===== src/hw/dac_ctl_pkg.sv =====
/*
  Constants for the 8-bit converter control block: register map, field
  positions, reset values and start-up timing.
  Assumes a 100 MHz clock and AXI4-Lite register access.
*/
package dac_ctl_pkg;
  localparam int          REG_IDX_W          = 1;
  localparam int          CTRL_INDEX         = 0;
  localparam int          VALUE_INDEX        = 1;
  localparam logic [11:0] CTRL_ADDR          = 12'h000;
  localparam logic [11:0] VALUE_ADDR         = 12'h004;
  localparam logic [11:0] STATUS_ADDR        = 12'h008;
  localparam int          ENABLE_BIT         = 0;
  localparam int          PIN_BUF_BIT        = 6;
  localparam int          RUN_STBY_BIT       = 7;
  localparam logic [7:0]  CTRL_RESET         = 8'h00;
  localparam logic [7:0]  VALUE_RESET        = 8'h00;
  localparam logic [7:0]  CTRL_WMASK         = 8'hC1;
  localparam int          STAT_ACTIVE_BIT    = 0;
  localparam int          STAT_PIN_BIT       = 1;
  localparam int          STAT_STARTUP_BIT   = 2;
  localparam int          STAT_SLEEP_BIT     = 3;
  localparam int          CLK_PERIOD_NS      = 10;
  localparam int          STARTUP_TIME_NS    = 1000;
  localparam int          STARTUP_CYCLES     = (STARTUP_TIME_NS + CLK_PERIOD_NS - 1) / CLK_PERIOD_NS;
  localparam logic [1:0]  RESP_OKAY          = 2'h0;
  localparam logic [1:0]  RESP_SLVERR        = 2'h2;
endpackage : dac_ctl_pkg


===== src/hw/dac_control_interface.sv =====
/*
  Control logic of one 8-bit converter: AXI4-Lite register slave, enable and
  conversion start, pin buffer gating, sleep handling and start-up delay.
  Assumes sleep and debug levels come from logic on the same clock.
*/
// The implementer's own choice: the AXI4-Lite slave port.
// How it works
// - Writing one to the enable bit switches the converter on and writing zero switches it off.
// - While enabled and past the start-up delay, every value register write starts a new conversion at once.
// - While disabled, a value write is only stored; conversion starts after the start-up delay once enable is written one.
// - While the converter is enabled, setting the pin buffer enable bit turns on the output buffer and drives the pin.
// - With run_in_standby set the converter and buffer keep running in standby sleep.
// - With run_in_standby clear, standby sleep stops conversion and turns converter and buffer off.
// - On leaving standby the converter and configured buffer come back at once; output and conversion follow after a start-up delay.
// - Power-down sleep always turns converter and buffer off.
// - When enabled and past start-up the output is offered internally to comparator and ADC, pin buffer or not.
// - Only instance zero has a pin driver; the others are internal only.
// - Debug halt does not change behaviour.
// - The value register is 8 bits read/write and resets to zero.
`timescale 1ns/10ps
module dac_control_interface
  import dac_ctl_pkg::*;
#(
  parameter bit HAS_PIN_DRIVER = 1'b1
) (
  input  wire logic        aclk,
  input  wire logic        aresetn,
  input  wire logic [11:0] s_axi_awaddr,
  input  wire logic        s_axi_awvalid,
  output logic             s_axi_awready,
  input  wire logic [31:0] s_axi_wdata,
  input  wire logic [3:0]  s_axi_wstrb,
  input  wire logic        s_axi_wvalid,
  output logic             s_axi_wready,
  output logic [1:0]       s_axi_bresp,
  output logic             s_axi_bvalid,
  input  wire logic        s_axi_bready,
  input  wire logic [11:0] s_axi_araddr,
  input  wire logic        s_axi_arvalid,
  output logic             s_axi_arready,
  output logic [31:0]      s_axi_rdata,
  output logic [1:0]       s_axi_rresp,
  output logic             s_axi_rvalid,
  input  wire logic        s_axi_rready,
  input  wire logic        standby_sleep,
  input  wire logic        powerdown_sleep,
  input  wire logic        debug_halt,
  output logic [7:0]       core_code,
  output logic             core_enable,
  output logic             core_convert,
  output logic             pin_buffer_on,
  output logic             internal_out_valid
);
  typedef enum logic [2:0] {
    ST_OFF   = 3'b001,
    ST_START = 3'b010,
    ST_RUN   = 3'b100
  } core_state_t;

  localparam int CNT_W = $clog2(STARTUP_CYCLES + 1);

  logic [7:0]       ctrl_ff;
  logic [7:0]       value_ff;
  logic [11:0]      awaddr_ff;
  logic             aw_held_ff;
  logic [31:0]      wdata_ff;
  logic [3:0]       wstrb_ff;
  logic             w_held_ff;
  logic             pend_conv_ff;
  logic [CNT_W-1:0] start_cnt_ff;
  core_state_t      state_ff;
  core_state_t      nxt_state;
  logic             do_write;
  logic             ctrl_wr;
  logic             value_wr;
  logic [7:0]       nxt_ctrl;
  logic             gate_off;
  logic             enable_rise;

  // Debug halt is deliberately unused by the core path
  wire unused_debug = debug_halt;

  assign do_write    = aw_held_ff && w_held_ff && !s_axi_bvalid;
  assign ctrl_wr     = do_write && awaddr_ff == CTRL_ADDR && wstrb_ff[0];
  assign value_wr    = do_write && awaddr_ff == VALUE_ADDR && wstrb_ff[0];
  assign nxt_ctrl    = wdata_ff[7:0] & CTRL_WMASK;
  assign enable_rise = ctrl_wr && nxt_ctrl[ENABLE_BIT] && !ctrl_ff[ENABLE_BIT];
  assign gate_off    = powerdown_sleep || (standby_sleep && !ctrl_ff[RUN_STBY_BIT]);

  // Address and data accepted in either order, held until the response
  always_ff @(posedge aclk) begin
    if (!aresetn) begin
      aw_held_ff    <= 1'b0;
      w_held_ff     <= 1'b0;
      awaddr_ff     <= 12'h000;
      wdata_ff      <= 32'h0000_0000;
      wstrb_ff      <= 4'h0;
      s_axi_awready <= 1'b0;
      s_axi_wready  <= 1'b0;
      s_axi_bvalid  <= 1'b0;
      s_axi_bresp   <= RESP_OKAY;
    end else begin
      s_axi_awready <= !aw_held_ff && !s_axi_awready && !s_axi_bvalid && s_axi_awvalid;
      s_axi_wready  <= !w_held_ff && !s_axi_wready && !s_axi_bvalid && s_axi_wvalid;
      if (s_axi_awvalid && s_axi_awready) begin
        aw_held_ff <= 1'b1;
        awaddr_ff  <= {s_axi_awaddr[11:2], 2'b00};
      end
      if (s_axi_wvalid && s_axi_wready) begin
        w_held_ff <= 1'b1;
        wdata_ff  <= s_axi_wdata;
        wstrb_ff  <= s_axi_wstrb;
      end
      if (do_write) begin
        s_axi_bvalid <= 1'b1;
        s_axi_bresp  <= (awaddr_ff == CTRL_ADDR || awaddr_ff == VALUE_ADDR ||
                         awaddr_ff == STATUS_ADDR) ? RESP_OKAY : RESP_SLVERR;
        aw_held_ff   <= 1'b0;
        w_held_ff    <= 1'b0;
      end else if (s_axi_bvalid && s_axi_bready) begin
        s_axi_bvalid <= 1'b0;
      end
    end
  end

  // Control register
  always_ff @(posedge aclk) begin
    if (!aresetn) begin
      ctrl_ff <= CTRL_RESET;
    end else if (ctrl_wr) begin
      ctrl_ff <= nxt_ctrl;
    end
  end

  // Value register
  always_ff @(posedge aclk) begin
    if (!aresetn) begin
      value_ff <= VALUE_RESET;
    end else if (value_wr) begin
      value_ff <= wdata_ff[7:0];
    end
  end

  // Conversion requests; a stored value waits for enable or wake-up
  // A write that converts at once must not also leave a request, or it would convert twice
  always_ff @(posedge aclk) begin
    if (!aresetn) begin
      pend_conv_ff <= 1'b0;
    end else if (enable_rise || state_ff == ST_START ||
                 (value_wr && ctrl_ff[ENABLE_BIT] &&
                  !(state_ff == ST_RUN && nxt_state == ST_RUN))) begin
      pend_conv_ff <= 1'b1;
    end else if ((state_ff == ST_RUN && nxt_state == ST_RUN) || !ctrl_ff[ENABLE_BIT]) begin
      pend_conv_ff <= 1'b0;
    end
  end

  always_comb begin
    nxt_state = state_ff;
    unique case (state_ff)
      ST_OFF: begin
        if (ctrl_ff[ENABLE_BIT] && !gate_off) begin
          nxt_state = ST_START;
        end
      end
      ST_START: begin
        if (!ctrl_ff[ENABLE_BIT] || gate_off) begin
          nxt_state = ST_OFF;
        end else if (start_cnt_ff == CNT_W'(STARTUP_CYCLES - 1)) begin
          nxt_state = ST_RUN;
        end
      end
      ST_RUN: begin
        if (!ctrl_ff[ENABLE_BIT] || gate_off) begin
          nxt_state = ST_OFF;
        end
      end
      default: nxt_state = ST_OFF;
    endcase
  end

  always_ff @(posedge aclk) begin
    if (!aresetn) begin
      state_ff <= ST_OFF;
    end else begin
      state_ff <= nxt_state;
    end
  end

  // Start-up wait before the first conversion after enable or wake-up
  always_ff @(posedge aclk) begin
    if (!aresetn || state_ff != ST_START) begin
      start_cnt_ff <= '0;
    end else begin
      start_cnt_ff <= start_cnt_ff + CNT_W'(1);
    end
  end

  // Analog core drive
  always_ff @(posedge aclk) begin
    if (!aresetn) begin
      core_code          <= 8'h00;
      core_enable        <= 1'b0;
      core_convert       <= 1'b0;
      pin_buffer_on      <= 1'b0;
      internal_out_valid <= 1'b0;
    end else begin
      core_enable        <= nxt_state != ST_OFF;
      internal_out_valid <= nxt_state == ST_RUN;
      pin_buffer_on      <= HAS_PIN_DRIVER && nxt_state != ST_OFF &&
                            ctrl_ff[PIN_BUF_BIT];
      core_convert       <= 1'b0;
      if (state_ff == ST_RUN && nxt_state == ST_RUN && value_wr) begin
        core_code    <= wdata_ff[7:0];
        core_convert <= 1'b1;
      end else if (state_ff == ST_RUN && nxt_state == ST_RUN && pend_conv_ff) begin
        core_code    <= value_ff;
        core_convert <= 1'b1;
      end
    end
  end

  // Read channel
  always_ff @(posedge aclk) begin
    if (!aresetn) begin
      s_axi_arready <= 1'b0;
      s_axi_rvalid  <= 1'b0;
      s_axi_rdata   <= 32'h0000_0000;
      s_axi_rresp   <= RESP_OKAY;
    end else begin
      s_axi_arready <= !s_axi_arready && !s_axi_rvalid && s_axi_arvalid;
      if (s_axi_arvalid && s_axi_arready) begin
        s_axi_rvalid <= 1'b1;
        s_axi_rresp  <= RESP_OKAY;
        unique case ({s_axi_araddr[11:2], 2'b00})
          CTRL_ADDR:   s_axi_rdata <= {24'h000000, ctrl_ff};
          VALUE_ADDR:  s_axi_rdata <= {24'h000000, value_ff};
          STATUS_ADDR: s_axi_rdata <= {28'h0000000, gate_off, state_ff == ST_START,
                                       pin_buffer_on, core_enable};
          default: begin
            s_axi_rdata <= 32'h0000_0000;
            s_axi_rresp <= RESP_SLVERR;
          end
        endcase
      end else if (s_axi_rvalid && s_axi_rready) begin
        s_axi_rvalid <= 1'b0;
      end
    end
  end

  // Checks
  property p_value_conv;
    @(posedge aclk) disable iff (!aresetn)
      (value_wr && state_ff == ST_RUN && nxt_state == ST_RUN) |=> core_convert && core_code == $past(wdata_ff[7:0]);
  endproperty
  a_value_conv: assert property (p_value_conv) else $error("value write did not convert");

  property p_single_conv;
    @(posedge aclk) disable iff (!aresetn)
      (value_wr && state_ff == ST_RUN && nxt_state == ST_RUN) |=> ##1 !core_convert;
  endproperty
  a_single_conv: assert property (p_single_conv) else $error("write converted twice");

  property p_off_no_conv;
    @(posedge aclk) disable iff (!aresetn) !ctrl_ff[ENABLE_BIT] |=> !core_convert;
  endproperty
  a_off_no_conv: assert property (p_off_no_conv) else $error("converted while disabled");

  property p_enable_on;
    @(posedge aclk) disable iff (!aresetn)
      (ctrl_ff[ENABLE_BIT] && !gate_off)[*2] |-> core_enable;
  endproperty
  a_enable_on: assert property (p_enable_on) else $error("core not on");

  property p_pd_off;
    @(posedge aclk) disable iff (!aresetn) powerdown_sleep |=> !core_enable && !pin_buffer_on;
  endproperty
  a_pd_off: assert property (p_pd_off) else $error("on in power-down");

  property p_stby_off;
    @(posedge aclk) disable iff (!aresetn)
      (standby_sleep && !ctrl_ff[RUN_STBY_BIT]) |=> !core_enable;
  endproperty
  a_stby_off: assert property (p_stby_off) else $error("on in standby");

  property p_stby_run;
    @(posedge aclk) disable iff (!aresetn)
      (state_ff == ST_RUN && ctrl_ff[ENABLE_BIT] && ctrl_ff[RUN_STBY_BIT] && standby_sleep &&
       !powerdown_sleep) |=> core_enable;
  endproperty
  a_stby_run: assert property (p_stby_run) else $error("stopped in standby");

  property p_startup;
    @(posedge aclk) disable iff (!aresetn)
      $rose(state_ff == ST_START) |-> !internal_out_valid[*2];
  endproperty
  a_startup: assert property (p_startup) else $error("no start-up delay");

  property p_pin;
    @(posedge aclk) disable iff (!aresetn)
      pin_buffer_on |-> HAS_PIN_DRIVER && core_enable && $past(ctrl_ff[PIN_BUF_BIT]);
  endproperty
  a_pin: assert property (p_pin) else $error("pin buffer wrong");

  property p_internal;
    @(posedge aclk) disable iff (!aresetn) internal_out_valid |-> core_enable;
  endproperty
  a_internal: assert property (p_internal) else $error("internal without enable");

  c_conv:   cover property (@(posedge aclk) disable iff (!aresetn) core_convert);
  c_wake:   cover property (@(posedge aclk) disable iff (!aresetn) $fell(standby_sleep) ##[1:200] core_convert);
  c_pinbuf: cover property (@(posedge aclk) disable iff (!aresetn) pin_buffer_on && internal_out_valid);
endmodule : dac_control_interface


===== config.mk =====
export PLATFORM = sky130hd
export DESIGN_NAME = dac_control_interface
export DESIGN_NICKNAME = d
export VERILOG_FILES = /design/src/hw/dac_ctl_pkg.sv /design/src/hw/dac_control_interface.sv
export SDC_FILE = /design/constraint.sdc
export NUM_CORES = 1
export LEC_CHECK = 0
export ABC_CLOCK_PERIOD_IN_PS = 6850
export BUFFER_PORTS_ARGS = -buffer_cell sky130_fd_sc_hd__buf_4
export CAP_MARGIN = 10
export CORE_UTILIZATION = 33
export CTS_CLUSTER_DIAMETER = 30
export DETAILED_ROUTE_END_ITERATION = 8
export PLACE_DENSITY = 0.56
export SYNTH_ARGS = -nofsm -noshare
export SYNTH_HDL_FRONTEND = slang
export SYNTH_SLANG_ARGS = --single-unit

===== constraint.sdc =====
create_clock -name aclk -period 6.85 [get_ports aclk]
set_input_delay 1.0275 -clock aclk [delete_from_list [all_inputs] [get_ports aclk]]
set_output_delay 1.0275 -clock aclk [all_outputs]
set_load 0.05 [all_outputs]

==> results.ini <==
[placed_design]
gp_congestion=0.7102
port_buffers=64
dp_hpwl_um=4664
dpl.cell_count=488

[setup_path]
cp_slowest_cell=or4_4
cp-start-kind=flip-flop
path_class=flip-flop to flip-flop
worstPathCellList=or4_4 > nor4_4 > buf_4 > mux2_2 > o221a_2
worstPathMaxFanout=18
required_ns=7.08
max_stage_delay_ns=0.56
end_kind=flip-flop
worstPathArrival_ns=2.44

[sta]
rsz0062_at_grt=false
post-route-min-period_ns=2.209
fin_setup_tns_ns=0
finalCritPeriodShare_pct=32.25
finalSetupViolations=0
worst_pin_slew_ns=0.5506
clock_skew_ns=0.009658
relSlewSlack_pct=63.22
finalHoldViolations=0
slew_viol_final=0
max_freq_mhz=452.7

[routing]
via_per_inst=4.623
routed-via-count=2330
drtAntennaViolNets=0
detail_route.iter0.violations=75
drc=0
drtPass1Iterations=4
wl_per_cell_um=12.51
drt_wl_total_um=6307

[power]
p_per_area_nw_per_um2=233.7
leakagePower_nw=1.483
power.total_uw=862.7
peakVddDrop_mv=0.1340

[cts]
holdBufCountCts=0
cts.repair.resized=0
clock_path_buffers=2
cts_tree=built
post-cts-setup-buffer-count=0
htreeDepth=3
clk_pin_slew_ns=0.08
numCtsBuffers=9
clk_latency_ns=0.34
cts.sinks=70
cts_root_buffer=clkbuf_8

[finish]
fin_nets=462
final_util_pct=42.13
fillers=893
synthToLayoutAreaGrowth_pct=23.32
diodes=0
drive_gt1_share_pct=25.51
stdcell_count=504

[hold_path]
hold_path_class=flip-flop to flip-flop

[synthesis]
synth_edf_count=0
synthCells=327
synth-simple-area-share_pct=21.40
synth_compound_area_share_pct=13.21
yosysUniqueCellTypes=49
synthAdderAreaFrac_pct=0.4179
yosysSeqAreaShare_pct=46.80
ys_ff_latch=70
synth.avg_cell_area_sq_um=9.156
synthArstFlopShare_pct=0
yosys_warnings=0
synthMuxAreaShare_pct=7.814
synth_ff_type=dfxtp_1
synth-xor-area-share_pct=1.170
synth_top_family_by_area=simple AND/OR/NAND/NOR gates
netlist_area_sq_um=2994

[global_route]
grt-ovfl-total=0
grt_pass1_vias=2161
grt_pass1_wl_um=10330
antenna_found_initial=0
grt_usage_pct=13.76
grt_max_degree=33

[floorplan]
fp.dieArea_sq_um=9458
rows=34
dieWidth_um=97.25
core_area_sq_um=8763
die_y_um=97.25
io-pin-count=123
start_util_pct=34.17

[status]
status=finished clean

[run]
cap_violations=0

-- cell usage after synthesis, types with 2 or more instances --
| library cell | instances | area [sq um] |
|---|---|---|
| mux2_2 | 7 | 78.83 |
| a22o_1 | 2 | 17.52 |
| nor2_1 | 27 | 101.4 |
| a32oi_1 | 2 | 17.52 |
| nand3_1 | 3 | 15.01 |
| nor4b_1 | 2 | 17.52 |
| xnor2_1 | 2 | 17.52 |
| nor4_1 | 2 | 12.51 |
| inv_1 | 6 | 22.52 |
| dfxtp_1 | 70 | 1401 |
| xor2_1 | 2 | 17.52 |
| nand4b_1 | 2 | 17.52 |
| mux2i_1 | 14 | 140.1 |
| clkbuf_1 | 10 | 37.54 |
| a21oi_1 | 30 | 150.1 |
| a22oi_1 | 3 | 22.52 |
| nand4_1 | 2 | 12.51 |
| o221a_1 | 2 | 22.52 |
| buf_4 | 26 | 195.2 |
| nand2b_1 | 14 | 87.58 |
| nor3b_1 | 2 | 15.01 |
| or3_1 | 4 | 25.02 |
| nand3b_1 | 2 | 15.01 |
| or4_4 | 2 | 22.52 |
| o21ai_0 | 4 | 20.02 |
| nand2_1 | 51 | 191.4 |
| nor2b_1 | 3 | 18.77 |
| and2_1 | 5 | 31.28 |
| o221a_2 | 6 | 67.56 |
-- layer usage --
layer	track usage (%)	part of all wire (%)	up-vias
met4	4.072	0.92	0
met1	16.73	45	1063
li1	-	-	1203
met2	22.86	49	58
met5	0	0	-
met3	4.892	5.2	6
-- critical path: cells and delay by family (launching register included) --
kind	cells	cell delay, ns
buffers and inverters	1	0.31
muxes	1	0.39
AOI/OAI and AO/OA	1	0.25
and+or+nand+nor	2	0.83
DFF	1	0.31
-- kinds of logic (layout without fill, tap and decap cells) --
kind of cell / after synthesis / after routing
simple gates: 127 / 127
xor+xnor: 4 / 4
buf+inv: 44 / 88
fa+ha+maj: 1 / 1
other cells: 1 / 26
compound gates: 58 / 58
mux: 22 / 22
flops: 70 / 70
-- per-stage QoR --
| stage | worst slack (ns) | hold slack (ns) | instance area [sq um] |
|---|---|---|---|
| 6_report | 4.641 | 0.4463 | 3692 |
| 5_1_grt | 4.587 | 0.4685 | 3692 |
| 4_1_cts | 4.632 | 0.4473 | 3692 |
| 3_5_place_dp | 4.460 | 0.4480 | 3470 |
| 3_3_place_gp | 4.444 | 0.4395 | 3470 |
| 2_1_floorplan | 4.648 | 0.4205 | 3088 |
-- sequential cells by signal (all words and copies together), names as in the netlist, 3 cells and up --
| register | count |
|---|---|
| awaddr_ff | 10 |
| value_ff | 8 |
| wdata_ff | 8 |
| state_ff | 3 |
| core_code | 8 |
| start_cnt_ff | 7 |
| s_axi_rdata | 8 |
| ctrl_ff | 3 |
-- cell usage in the layout (no fill, tap or decap), types with 3 or more instances in the layout --
master / instances
nand3_1: 3
dfxtp_1: 70
nand2_1: 51
clkbuf_8: 10
nand2b_1: 14
buf_4: 66
a22oi_1: 3
a21oi_1: 30
inv_1: 6
nor2b_1: 3
conb_1: 26
o221a_2: 6
mux2i_1: 14
nor2_1: 27
mux2_2: 7
o21ai_0: 4
and2_1: 5
or3_1: 4
-- power by group --
| part | internal, mW | switching [mW] | leakage (nW) |
|---|---|---|---|
| Sequential | 0.413 | 0.00439 | 0.566 |
| Clock | 0.213 | 0.151 | 0.108 |
| Combinational | 0.0235 | 0.0578 | 0.809 |
| Total | 0.650 | 0.213 | 1.48 |
-- worst paths after layout --
path | startpoint | end | slack [ns] | cells after the start
max | awaddr_ff[8]$_SDFFE_PN0P_ | core_code[4]$_SDFFE_PN0P_ | 4.64 | 5
min | ctrl_ff[6]$_SDFFE_PN0N_ | pin_buffer_on$_SDFF_PN0_ | 0.45 | 2
max reg2reg | awaddr_ff[8]$_SDFFE_PN0P_ | core_code[4]$_SDFFE_PN0P_ | 4.64 | 5
min reg2reg | ctrl_ff[6]$_SDFFE_PN0N_ | pin_buffer_on$_SDFF_PN0_ | 0.45 | 2
-- layout make-up --
class	instances	area, sq um	share of cell area, %
timing repair buffer	66	495.5	13.42
multi-input combinational	238	1415	38.33
clock buffer	10	137.6	3.728
tap	108	135.1	3.660
inverter	6	22.52	0.6100
sequential	70	1401	37.95
clock inverter	6	85.08	2.304
Power figures use the tool's default switching activity.
